File: src/wssc_pkg.sv
// constants for the wiper step and shift control block
// assumes a byte-wide command port fed by an i2c target front end
package wssc_pkg;
   // target address prefix, straps fill the two low bits
   localparam logic [4:0] WSSC_ADDR_PREFIX = 5'h0b;
   // instruction byte field positions
   localparam int WSSC_MODE_BIT = 7;
   localparam int WSSC_BANK_BIT = 5;
   localparam int WSSC_CMD_MSB = 6;
   localparam int WSSC_CMD_LSB = 3;
   localparam int WSSC_CH_MSB = 2;
   localparam int WSSC_REG_MSB = 4;
   // channel select codes
   localparam logic [2:0] WSSC_CH_ONE = 3'h1;
   localparam logic [2:0] WSSC_CH_TWO = 3'h3;
   localparam logic [4:0] WSSC_REG_ONE = 5'h01;
   localparam logic [4:0] WSSC_REG_TWO = 5'h03;
   // quick command codes
   localparam logic [3:0] WSSC_CMD_NOP = 4'h0;
   localparam logic [3:0] WSSC_CMD_HALVE_ONE = 4'h3;
   localparam logic [3:0] WSSC_CMD_HALVE_ALL = 4'h4;
   localparam logic [3:0] WSSC_CMD_DEC_ONE = 4'h5;
   localparam logic [3:0] WSSC_CMD_DEC_ALL = 4'h6;
   localparam logic [3:0] WSSC_CMD_DBL_ONE = 4'h8;
   localparam logic [3:0] WSSC_CMD_DBL_ALL = 4'h9;
   localparam logic [3:0] WSSC_CMD_INC_ONE = 4'ha;
   localparam logic [3:0] WSSC_CMD_INC_ALL = 4'hb;
   // setting width limits and default
   localparam int WSSC_WIDTH_DEFAULT = 8;
   localparam int WSSC_WIDTH_MAX = 8;
   // sequencer states, one-hot
   typedef enum logic [1:0] {
      WSSC_ST_IDLE = 2'b01,
      WSSC_ST_APPLY = 2'b10
   } wssc_state_type;
endpackage

File: src/wssc_core.sv
// wiper step and shift control: two wiper settings, quick commands,
// register writes, write protect, address match and tap decode.
// assumes an i2c target front end on core_clk presents each decoded
// write (target address, instruction byte, data byte) as one pulse.
// write protect and straps are asynchronous pins, synchronised here;
// nonvolatile store, readback and bus framing sit outside this block.
//
// Overview of operation
// RULE1: increment and decrement commands move a setting by one code.
// RULE2: plus 6 dB shifts left (double), minus 6 dB shifts right (halve).
// RULE3: 6 dB commands hit one chosen channel or both at once.
// RULE4: doubling from zero tops out in nine, halving from full in eight.
// RULE5: low write-protect pin blocks writes; reset default is protected.
// RULE6: high write-protect pin lets writes through normally.
// RULE7: answer only address prefix 01011 followed by the two strap levels.
// RULE8: setting decodes to exactly one of 64 or 256 taps.
// RULE9: code zero selects the bottom tap, each code one tap higher.
// RULE10: exactly one tap switch on; both end switches always on.
// RULE11: codes 3/4 halve, 5/6 decrement, 8/9 double, 10/11 increment.
// RULE12: command channel field 001 is channel one, 011 channel two.
// RULE13: instruction msb high means command, low means register write.
// RULE14: single steps saturate at full scale and at zero.
`timescale 1ns/100ps
module wssc_core
   import wssc_pkg::*;
#(
   parameter int WIDTH = WSSC_WIDTH_DEFAULT // 6 or 8 bit setting
) (
   input wire logic core_clk, // 25 MHz system clock
   input wire logic rst_n, // async reset, active low
   input wire logic req_valid, // one-cycle write request
   input wire logic [6:0] req_target, // received target address
   input wire logic [7:0] req_instr, // instruction byte
   input wire logic [7:0] req_data, // data byte
   input wire logic wp_n_pin, // write protect pin, active low
   input wire logic strap_high_pin, // address_strap_high pin
   input wire logic strap_low_pin, // address_strap_low pin
   output logic req_ready, // high when a request is taken
   output logic req_hit, // pulse: address matched
   output logic req_done, // pulse: request carried out
   output logic req_refused, // pulse: request rejected
   output logic [WIDTH-1:0] wiper_channel_one, // setting, channel one
   output logic [WIDTH-1:0] wiper_channel_two, // setting, channel two
   output logic [(1<<WIDTH)-1:0] tap_sel_one, // one-hot taps, channel one
   output logic [(1<<WIDTH)-1:0] tap_sel_two, // one-hot taps, channel two
   output logic end_switch_a, // top end switch enable
   output logic end_switch_b // bottom end switch enable
);
   localparam int TAPS = 1 << WIDTH;
   localparam logic [WIDTH-1:0] FULL = {WIDTH{1'b1}};
   localparam logic [WIDTH-1:0] MID = {1'b1, {(WIDTH-1){1'b0}}};
   // reset taps are the one-hot image of MID, bit TAPS/2
   localparam logic [TAPS-1:0] TAP_MID = {{(TAPS/2-1){1'b0}}, 1'b1,
      {(TAPS/2){1'b0}}};

   // the data byte and decode cannot serve settings wider than 8 bits
   // and the shift logic needs at least two bits to have a body
   if (WIDTH < 2 || WIDTH > WSSC_WIDTH_MAX) begin : g_width_check
      $error("wssc_core: WIDTH must be 2 to 8");
   end

   typedef struct packed {
      // sequencer
      wssc_state_type state;
      // two-flop synchronisers for the three pins
      logic wp_s1;
      logic wp_s2;
      logic sh_s1;
      logic sh_s2;
      logic sl_s1;
      logic sl_s2;
      // request bytes latched on the hit
      logic [7:0] instr;
      logic [7:0] data;
      // ready level and answer pulses
      logic ready;
      logic hit;
      logic done;
      logic refused;
      // settings and their decoded taps
      logic [WIDTH-1:0] wiper_one;
      logic [WIDTH-1:0] wiper_two;
      logic [TAPS-1:0] tap_one;
      logic [TAPS-1:0] tap_two;
      // end switches, held on
      logic end_a;
      logic end_b;
   } wssc_regs_type;

   // registered state and its next value
   wssc_regs_type s_reg;
   wssc_regs_type s_next;

   // one quick command applied to one setting
   function automatic logic [WIDTH-1:0] step_code(
      input logic [3:0] op,
      input logic [WIDTH-1:0] val
   );
      logic [WIDTH-1:0] res;
      res = val;
      case (op)
         WSSC_CMD_INC_ONE, WSSC_CMD_INC_ALL: begin
            if (val != FULL) begin // RULE14
               res = val + 1'b1; // RULE1
            end
         end
         WSSC_CMD_DEC_ONE, WSSC_CMD_DEC_ALL: begin
            if (val != '0) begin // RULE14
               res = val - 1'b1; // RULE1
            end
         end
         // zero seeds a one and an overflowing shift clamps to full,
         // so nine doublings always reach the top
         WSSC_CMD_DBL_ONE, WSSC_CMD_DBL_ALL: begin
            if (val == '0) begin
               res = {{(WIDTH-1){1'b0}}, 1'b1}; // RULE4
            end else if (val[WIDTH-1]) begin
               res = FULL; // RULE4
            end else begin
               res = {val[WIDTH-2:0], 1'b0}; // RULE2
            end
         end
         // halving needs no clamp, the msb simply fills with zero
         WSSC_CMD_HALVE_ONE, WSSC_CMD_HALVE_ALL: begin
            res = {1'b0, val[WIDTH-1:1]}; // RULE2 RULE4
         end
         default: begin
            res = val;
         end
      endcase
      return res;
   endfunction

   // setting to one-hot tap enable, bit 0 is the bottom tap
   function automatic logic [TAPS-1:0] tap_decode(
      input logic [WIDTH-1:0] val
   );
      logic [TAPS-1:0] hot;
      hot = '0;
      // bit index equals code, so the taps walk up one per code
      hot[val] = 1'b1; // RULE8 RULE9 RULE10
      return hot;
   endfunction

   // quick commands that act on both channels at once
   function automatic logic is_all_op(
      input logic [3:0] op
   );
      return op == WSSC_CMD_HALVE_ALL || op == WSSC_CMD_DEC_ALL ||
         op == WSSC_CMD_DBL_ALL || op == WSSC_CMD_INC_ALL; // RULE11
   endfunction

   // quick commands that act on the channel named in the low field
   function automatic logic is_one_op(
      input logic [3:0] op
   );
      return op == WSSC_CMD_HALVE_ONE || op == WSSC_CMD_DEC_ONE ||
         op == WSSC_CMD_DBL_ONE || op == WSSC_CMD_INC_ONE; // RULE11
   endfunction

   // register mode write to one wiper: bank bit clear, address match
   function automatic logic wiper_reg_sel(
      input logic bank,
      input logic [4:0] sel,
      input logic [4:0] want
   );
      return !bank && sel == want; // RULE13
   endfunction

   // trade-off: a request takes two cycles, so the decode works on the
   // latched instruction instead of the live request bytes
   // next-state logic for the whole block
   always_comb begin
      logic [3:0] op;
      logic [2:0] ch;
      logic [4:0] reg_sel;
      logic is_all;
      logic is_one;
      op = '0;
      ch = '0;
      reg_sel = '0;
      is_all = 1'b0;
      is_one = 1'b0;
      s_next = s_reg;
      s_next.hit = 1'b0;
      s_next.done = 1'b0;
      s_next.refused = 1'b0;
      // pin synchronisers, second stage is the only reader of the first
      s_next.wp_s1 = wp_n_pin;
      s_next.wp_s2 = s_reg.wp_s1;
      s_next.sh_s1 = strap_high_pin;
      s_next.sh_s2 = s_reg.sh_s1;
      s_next.sl_s1 = strap_low_pin;
      s_next.sl_s2 = s_reg.sl_s1;
      case (s_reg.state)
         WSSC_ST_IDLE: begin
            // straps are read through the synchronisers, so a strap
            // change takes two edges to move the address
            // other targets are ignored without any answer
            if (req_valid && req_target ==
                  {WSSC_ADDR_PREFIX, s_reg.sh_s2, s_reg.sl_s2}) begin // RULE7
               s_next.instr = req_instr;
               s_next.data = req_data;
               s_next.hit = 1'b1;
               s_next.state = WSSC_ST_APPLY;
            end
         end
         WSSC_ST_APPLY: begin
            s_next.state = WSSC_ST_IDLE;
            // decode the latched instruction; all-channel codes
            // ignore the channel field
            op = s_reg.instr[WSSC_CMD_MSB:WSSC_CMD_LSB];
            ch = s_reg.instr[WSSC_CH_MSB:0];
            reg_sel = s_reg.instr[WSSC_REG_MSB:0];
            is_all = is_all_op(op); // RULE11
            is_one = is_one_op(op); // RULE11
            // protect blocks every request, a nop too, so nothing
            // slips through while the pin is still settling
            if (!s_reg.wp_s2) begin
               s_next.refused = 1'b1; // RULE5
            end else if (s_reg.instr[WSSC_MODE_BIT]) begin // RULE13 RULE6
               if (is_all) begin
                  // both channels change on the same edge
                  s_next.wiper_one = step_code(op, s_reg.wiper_one); // RULE3
                  s_next.wiper_two = step_code(op, s_reg.wiper_two); // RULE3
                  s_next.done = 1'b1;
               end else if (is_one && ch == WSSC_CH_ONE) begin // RULE12
                  s_next.wiper_one = step_code(op, s_reg.wiper_one); // RULE3
                  s_next.done = 1'b1;
               end else if (is_one && ch == WSSC_CH_TWO) begin // RULE12
                  s_next.wiper_two = step_code(op, s_reg.wiper_two); // RULE3
                  s_next.done = 1'b1;
               end else if (op == WSSC_CMD_NOP) begin
                  s_next.done = 1'b1;
               end else begin
                  // store/restore and reserved codes live elsewhere
                  s_next.refused = 1'b1;
               end
            end else if (wiper_reg_sel(s_reg.instr[WSSC_BANK_BIT], reg_sel,
                  WSSC_REG_ONE)) begin // RULE13
               // upper data bits drop out for a narrow setting
               s_next.wiper_one = s_reg.data[WIDTH-1:0];
               s_next.done = 1'b1;
            end else if (wiper_reg_sel(s_reg.instr[WSSC_BANK_BIT], reg_sel,
                  WSSC_REG_TWO)) begin // RULE13
               s_next.wiper_two = s_reg.data[WIDTH-1:0];
               s_next.done = 1'b1;
            end else begin
               s_next.refused = 1'b1;
            end
         end
         // an illegal state word falls back to idle
         default: begin
            s_next.state = WSSC_ST_IDLE;
         end
      endcase
      // ready drops only for the cycle in which a request is applied
      s_next.ready = s_next.state == WSSC_ST_IDLE;
      // taps follow the new setting in the same edge
      s_next.tap_one = tap_decode(s_next.wiper_one); // RULE8 RULE10
      s_next.tap_two = tap_decode(s_next.wiper_two); // RULE8 RULE10
      s_next.end_a = 1'b1; // RULE10
      s_next.end_b = 1'b1; // RULE10
   end

   // state register; wp sync resets low so the block starts protected
   always_ff @(posedge core_clk or negedge rst_n) begin
      if (!rst_n) begin
         // idle, but not ready until the first edge after release
         s_reg.state <= WSSC_ST_IDLE;
         s_reg.wp_s1 <= 1'b0; // RULE5
         s_reg.wp_s2 <= 1'b0; // RULE5
         s_reg.sh_s1 <= 1'b0;
         s_reg.sh_s2 <= 1'b0;
         s_reg.sl_s1 <= 1'b0;
         s_reg.sl_s2 <= 1'b0;
         // nothing latched and no answer pending
         s_reg.instr <= 8'h00;
         s_reg.data <= 8'h00;
         s_reg.ready <= 1'b0;
         s_reg.hit <= 1'b0;
         s_reg.done <= 1'b0;
         s_reg.refused <= 1'b0;
         // settings start at midscale with taps to match
         s_reg.wiper_one <= MID;
         s_reg.wiper_two <= MID;
         s_reg.tap_one <= TAP_MID;
         s_reg.tap_two <= TAP_MID;
         s_reg.end_a <= 1'b1;
         s_reg.end_b <= 1'b1;
      end else begin
         s_reg <= s_next;
      end
   end

   // outputs straight from the state flops
   // no logic between flops and pins, so the taps never glitch
   assign req_ready = s_reg.ready;
   assign req_hit = s_reg.hit;
   assign req_done = s_reg.done;
   assign req_refused = s_reg.refused;
   assign wiper_channel_one = s_reg.wiper_one;
   assign wiper_channel_two = s_reg.wiper_two;
   assign tap_sel_one = s_reg.tap_one;
   assign tap_sel_two = s_reg.tap_two;
   assign end_switch_a = s_reg.end_a;
   assign end_switch_b = s_reg.end_b;
endmodule // wssc_core

File: config.mk
export PLATFORM = sky130hd
export DESIGN_NAME = wssc_core
export DESIGN_NICKNAME = d
export VERILOG_FILES = /design/src/wssc_pkg.sv /design/src/wssc_core.sv
export SDC_FILE = /design/constraint.sdc
export NUM_CORES = 1
export LEC_CHECK = 0
export CORE_MARGIN = 3
export CORE_UTILIZATION = 40
export DETAILED_ROUTE_END_ITERATION = 8
export DONT_BUFFER_PORTS = 1
export PLACE_DENSITY = 0.6
export RECOVER_POWER = 25
export SYNTH_ARGS = -nofsm -noshare
export SYNTH_HDL_FRONTEND = slang
export SYNTH_SLANG_ARGS = --single-unit
File: constraint.sdc
create_clock -name core_clk -period 3.3 [get_ports core_clk]
set_clock_uncertainty 0.1 [all_clocks]
set_input_delay 0.165 -clock core_clk [delete_from_list [all_inputs] [get_ports core_clk]]
set_output_delay 0.165 -clock core_clk [all_outputs]
set_load 0.005 [all_outputs]
==> metrics.md, run 1 <==
| Metric | Value |
|---|---|
| Status | `finished with violations` |
| Violated checks | `negative hold slack` |
| Util after Layout | `41.3%` |
| Cell variety after synth | `83` |
| Initial core utilization | `40.8%` |
| Worst Tran Pin Value | `1.47 ns` |
| Sequential area share after synthesis | `60.0%` |
| Power Density | `582 mW/mm²` |
| Sw power | `2.92 mW` |
| R2R cell count | `10` |
| Gr usage total | `19.9%` |
| Clock-pin slew on the worst setup and hold paths | `0.06 ns` |
| Global-route wire length before repair | `90.9 mm` |
| RSZ-0062 raised after global routing | `true` |
| Clk Latency, worst-skew pair | `0.60 ns` |
| Core Rows | `87` |
| Area after DPL | `0.0209 mm²` |
| Routed length per instance | `25.0 µm` |
| Drt initial violations | `1166` |
| Most frequent cell after synthesis | `dfrtp_1` |
| Synth Flop Type | `dfrtp_1` |
| Post-Syn Area | `0.0232 mm²` |
| Arrival time of the worst setup path | `3.61 ns` |
| Routed WL | `63.4 mm` |
| YS warnings | `0` |
| Syn Inst Count | `2129` |
| Crit path buffers/inverters | `3` |
| Worst path max stage delay | `0.50 ns` |
| FMAX | `312 MHz` |
| Max-slew violations | `0` |
| Fill cells | `5263` |
| Cts bufs inserted | `55` |
| Post-synth top cells | `551 x dfrtp_1, 537 x nor2_1, 536 x buf_4, 72 x nand4_1, 58 x buf_2` |
| VDD IR max | `0.000389 V` |
| Die footprint | `0.0609 mm²` |
| Final setup vio count | `0` |
| Relative slew slack | `1.87%` |
| LEAKAGE | `10.9 nW` |
| Crit-path cells | `buf_4 -> xnor2_2 -> o32ai_2 -> a221o_1 -> o31ai_4 -> o41a_4 -> inv_2 -> or4_4 -> buf_8 -> nor2_1` |
| Worst hold slack | `-0.809 ns` |
| Crit path kind | `flop to flop` |
| Period minus WS final | `3.21 ns` |
| Final Hold Fails | `556` |
| Htree depth | `2` |
| DRC violations left | `0` |
| Routed via count | `13200` |
| Async SR Flop Fraction | `100%` |
| Vias in the first global route | `12900` |
| R2r setup slk | `0.09 ns` |
| Synth-to-layout area growth | `1.25%` |
| RR Endpoint | `tap_sel_two[240]` |
| Diodes inserted | `0` |
| Crit path capture | `tap_sel_two[240]` |
| Number of enable flip-flop cells after synthesis | `0` |
| Root Buffer | `clkbuf_16` |
| Layout cells sized above 1 | `18.8%` |
| Hold Crit Class | `primary input to async pin` |
| Post-synth top area cell | `dfrtp_1` |
| DIE WIDTH | `247 µm` |
| Yosys reg bits | `556` |
| Hold-fix buffers, CTS | `28` |
| Vias per cell | `5.21` |
| Top cells by area, synth | `dfrtp_1 59%, buf_4 17%, nor2_1 8.7%` |
| DRT Pass-1 Iters | `5` |
| Top Family by Delay on Critical Path | `compound AO/OA/AOI/OAI gates` |
| Slowest CP cell | `or4_4` |
| TritonCTS clock tree | `done` |
| Final instance area | `0.0235 mm²` |
| CTS Sinks | `556` |
| Crit path max fanout | `16` |
| Tcrit/Tclk final | `97.2%` |
| Final nets | `1774` |
| Syn avg cell area | `10.9 µm²` |
| Critical Path Start Type | `flop` |
| Stages on the worst setup path | `10` |
| CP required | `3.71 ns` |
| Initial antenna violation count | `0` |
| Hpwl dp | `43.9 mm` |
| I/O pin count | `563` |
| Max-capacitance violation count | `0` |
| Clock tree buffer depth | `3` |
| Die height | `247 µm` |
| Sw frac | `21.3%` |
| TNS Setup | `0 ns` |
| RePlAce Congestion | `0.906` |
| Sequential share of power | `50.5%` |
| Port Buf Inserts | `0` |
| Internal power | `10.7 mW` |
| Reg-to-Reg Start | `s_reg[545]` |
| GRT Residual Overflow | `0` |
| Setup crit end kind | `flop` |
| Synth top area share | `59.4%` |
| CP Launch Point | `s_reg[545]` |
| Post-route ant nets | `0` |
| Core area | `0.0569 mm²` |
| Largest net degree at the start of global routing | `557` |
| Clock share of power | `46.7%` |
| Comb pwr share | `2.9%` |
-- metal layers --
| layer | vias to the layer above | share of wire, % | track usage, % |
|---|---|---|---|
| li1 | 5567 | - | - |
| met1 | 6800 | 38 | 24.9 |
| met2 | 717 | 49 | 32.8 |
| met3 | 146 | 8.2 | 5.44 |
| met4 | 0 | 4.2 | 8.20 |
| met5 | - | 0 | 0 |
-- kinds of logic (layout without fill, tap and decap cells) --
group	after synthesis	in the layout	synth area share, %
mux	16	16	0.755
xor+xnor	7	7	0.297
compound gates	146	147	4.48
flops	556	556	60.0
fa+ha+maj	4	4	0.216
buf+inv	670	324	20.1
simple gates	729	729	14.1
other cells	1	2	0.0162
-- worst min path at each step --
stage	slack, ns	endpoint	from
final	-0.81	req_hit	rst_n
after global routing	-0.86	req_hit	rst_n
after CTS	-0.87	req_hit	rst_n
after detailed placement	-0.22	req_hit	rst_n
after global placement	-0.22	req_hit	rst_n
after floorplan	-0.23	req_done	rst_n
-- what timing repair did --
action                     CTS  global route
gates cloned                 0             1
hold endpoints to repair   579           556
buffers inserted             3            24
setup endpoints to repair   85           401
resized for setup            0            43
pin swaps                    1            16
-- placed cells by master, fill, tap and decap left out, types with 8 or more instances in the layout --
| cell type | n |
|---|---|
| clkbuf_16 | 56 |
| clkbuf_8 | 13 |
| inv_1 | 12 |
| buf_12 | 23 |
| or4_1 | 9 |
| inv_2 | 9 |
| dfrtp_1 | 544 |
| nand3_1 | 13 |
| dlygate4sd3_1 | 28 |
| and3_1 | 8 |
| clkinv_2 | 8 |
| buf_6 | 8 |
| o22ai_1 | 13 |
| nor2_1 | 537 |
| nor3_1 | 8 |
| a21oi_1 | 21 |
| buf_4 | 135 |
| o21ai_0 | 25 |
| clkbuf_1 | 10 |
| mux2_2 | 12 |
| clkinvlp_4 | 8 |
| nand4_1 | 72 |
| nand2_1 | 25 |
-- final cells by class --
type                            instances  area (µm²)  area share, %
Timing Repair Buffer                  195        1860           7.91
Clock inverter                         22         275           1.17
Clock buffer                           79        1620           6.88
Multi-Input combinational cell        905        4750           20.2
Inverter                               28         123          0.522
Sequential cell                       556       13900           59.3
Tap cell                              756         946           4.03
-- power by group through the flow --
stage / Clock (mW) / Sequential (mW) / Combinational (mW)
2_1_floorplan: 0 / 6.99 / 0.229
3_3_place_gp: 0 / 7.02 / 0.335
3_5_place_dp: 0 / 7.02 / 0.332
4_1_cts: 6.52 / 6.89 / 0.358
5_1_grt: 6.82 / 6.90 / 0.413
6_report: 6.38 / 6.90 / 0.390
-- metrics by stage --
step | total power [mW] | hold slack, ns | instances | worst slack, ns
after floorplan | 7.22 | -0.231 | 2130 | 0.171
after global placement | 7.35 | -0.219 | 2384 | -0.142
after detailed placement | 7.35 | -0.216 | 2384 | -0.0214
after CTS | 13.8 | -0.870 | 2516 | 0.00647
after global routing | 14.1 | -0.865 | 2541 | -0.0405
final | 13.7 | -0.809 | 2541 | 0.0917
Power figures use the tool's default switching activity.
==> inputs of run 2 (changes only) <==
- CTS_BUF_LIST: not set -> sky130_fd_sc_hd__clkbuf_16
==> run 2 against run 1 <==
The flow finishes with violations (negative hold slack, max-slew violations). Register-to-register slack hardly changed. Worst hold slack got worse by 0.0021 ns. Cell area decreased by 0.36%. Fmax fell by 0.33%. Core utilization down 0.15 points. Highest routed layer unchanged. Non-clock buffer count grew 6. Wire length is 0.43% higher.
==> metrics.md, run 2 (synthesis gave the netlist of run 1 again) <==
| Metric | Value |
|---|---|
| Routed WL | `63.7 mm (+0.43%)` |
| Layout cells sized above 1 | `18.6% (-0.12 points)` |
| I/O pin count | `563 (unchanged)` |
| Port Buf Inserts | `0 (unchanged)` |
| Core Rows | `87 (unchanged)` |
| GRT Residual Overflow | `0 (unchanged)` |
| Vias per cell | `5.22 (+0.28%)` |
| Multi-input logic area | `0.00476 mm² (+0.21%)` |
| CTS Sinks | `556 (unchanged)` |
| Synth-to-layout area growth | `0.884%` |
| Reg-to-Reg Start | `wiper_channel_two[0]` |
| Final Hold Fails | `556 (unchanged)` |
| Gr usage total | `19.9% (about the same)` |
| Crit path max fanout | `9 (-7)` |
| Commonest non-fill, non-tap cells in the layout | `542 x dfrtp_1, 535 x nor2_1, 144 x buf_4` |
| Critical Path Start Type | `flop` |
| Setup crit end kind | `flop` |
| CP required | `3.71 ns (about the same)` |
| Routed via count | `13300 (+0.51%)` |
| Max-slew violations | `78 (+78)` |
| Diodes inserted | `0 (unchanged)` |
| RePlAce Congestion | `0.906 (unchanged)` |
| Relative slew slack | `-3.21% (-5.1 points)` |
| Worst hold slack | `-0.811 ns (-0.00211 ns)` |
| DRT Pass-1 Iters | `6 (+1)` |
| Vias in the first global route | `12900 (+0.33%)` |
| Tcrit/Tclk final | `97.5% (+0.33 points)` |
| Final Non-Filler Cells | `2547 (+0.24%)` |
| Worst Tran Pin Value | `1.55 ns (+0.0763 ns)` |
| Final setup vio count | `0 (unchanged)` |
| Cts bufs inserted | `55 (unchanged)` |
| Initial core utilization | `40.8% (unchanged)` |
| Core area | `0.0569 mm² (unchanged)` |
| Dpl cells | `2384 (unchanged)` |
| Final nets | `1780 (+0.34%)` |
| TritonCTS clock tree | `done` |
| Routed length per instance | `25.0 µm (+0.20%)` |
| Clk Latency, worst-skew pair | `0.60 ns (about the same)` |
| Initial antenna violation count | `0 (unchanged)` |
| Die footprint | `0.0609 mm² (unchanged)` |
| DRC violations left | `0 (unchanged)` |
| Period minus WS final | `3.22 ns (+0.0108 ns)` |
| CP Launch Point | `wiper_channel_two[0]` |
| Die height | `247 µm (unchanged)` |
| Drt initial violations | `1215 (+4.2%)` |
| Final instance area | `0.0234 mm² (-0.36%)` |
| Most common cell after layout, fill and taps aside | `dfrtp_1` |
| RR Endpoint | `tap_sel_two[249]` |
| Post-route ant nets | `0 (unchanged)` |
| Clock-pin slew on the worst setup and hold paths | `0.06 ns (about the same)` |
| Area after DPL | `0.0209 mm² (unchanged)` |
| Clock tree buffer depth | `3 (unchanged)` |
| Arrival time of the worst setup path | `3.63 ns (+0.02 ns)` |
| VDD IR max | `0.000404 V (+3.7%)` |
| Hpwl dp | `43.9 mm (unchanged)` |
| FMAX | `311 MHz (-0.33%)` |
| Largest net degree at the start of global routing | `557 (unchanged)` |
| Power Density | `570 mW/mm² (-1.9%)` |
| Htree depth | `2 (unchanged)` |
| Hold-fix buffers, CTS | `28 (unchanged)` |
| R2r setup slk | `0.08 ns (about the same)` |
| Violated checks | `negative hold slack, max-slew violations` |
| Hold Crit Class | `primary input to async pin` |
| Root Buffer | `clkbuf_16` |
| Sequential Area | `0.0139 mm² (about the same)` |
| Fill cells | `5282 (+0.36%)` |
| Crit path kind | `flop to flop` |
| Global-route wire length before repair | `90.9 mm (about the same)` |
| Max-capacitance violation count | `0 (unchanged)` |
| R2R cell count | `13 (+3)` |
| DIE WIDTH | `247 µm (unchanged)` |
| Status | `finished with violations` |
| LEAKAGE | `10.9 nW (-0.11%)` |
==> run 2: cell types whose count changed in the layout (fill, tap and decap cells not counted), moves of 2 or more <==
cell      delta
buf_4        +9
buf_6        -3
clkbuf_1    -10
clkbuf_8    -13
clkinv_1    +13
dfrtp_1      -2
dfrtp_2      +2
inv_1        +8
inv_2        +2
nor2_1       -2
nor2_2       +2
==> run 2: worst max-delay path by stage <==
stage / end / cells after the start
floorplan: tap_sel_two[128] / 13
global placement: tap_sel_two[108] / 11
detailed placement: tap_sel_two[32] / 11
CTS: tap_sel_one[234] / 11
global route: tap_sel_two[105] / 13
finish: tap_sel_two[249] / 13
==> run 2: final cells by class <==
type                       count  area share (%)
inverter                      28           0.524
sequential                   556            59.5
tap                          756            4.04
clock inverter                45            1.54
multi-input combinational    905            20.3
timing repair buffer         201            8.08
clock buffer                  56            5.98
==> run 2: where the power goes <==
part           internal, mW  total [mW]  switching [mW]  leakage, nW
logic                 0.164       0.406           0.242         2.35
clock network          3.41        6.05            2.64        0.891
registers              6.85        6.90          0.0493         7.69
==> run 2: repair_timing <==
item / CTS / global route
buffers inserted: 3 / 29
setup endpoints to repair: 84 / 403
cloned: 0 / 2
hold endpoints to repair: 579 / 556
pin swaps: 1 / 17
resized for setup: 0 / 51
==> run 2: layer usage <==
layer  part of all wire (%)  GRT usage (%)  up-vias  wire (µm)
met2                     49           32.6      727      31300
met5                      0              0        -          0
met4                    4.3           8.48        0       2710
met1                     38           24.9     6833      24400
met3                    8.2           5.54      150       5240
li1                       -              -     5588          -
==> run 2: through the flow <==
| stage | total power, mW | TNS (ns) | utilization (%) | setup WS [ns] |
|---|---|---|---|---|
| floorplan | 7.22 | 0 | - | 0.171 |
| global placement | 7.35 | -2.96 | 36.8 | -0.142 |
| CTS | 13.4 | 0 | 40.4 | 0.0104 |
| finish | 13.4 | 0 | 41.1 | 0.0809 |
| detailed placement | 7.35 | -0.0712 | 36.8 | -0.0214 |
| global route | 13.8 | -0.187 | 41.1 | -0.0279 |
==> run 2: worst max-delay path, cell delays in order, from the launching register on <==
cell	delay, ns
dfrtp_2	0.44
inv_2	0.09
ha_4	0.15
nor3b_4	0.25
nand3_2	0.14
a221o_1	0.35
buf_4	0.15
o31ai_4	0.21
o41a_4	0.23
buf_4	0.12
inv_2	0.07
or4_4	0.52
buf_4	0.20
nor2_1	0.10
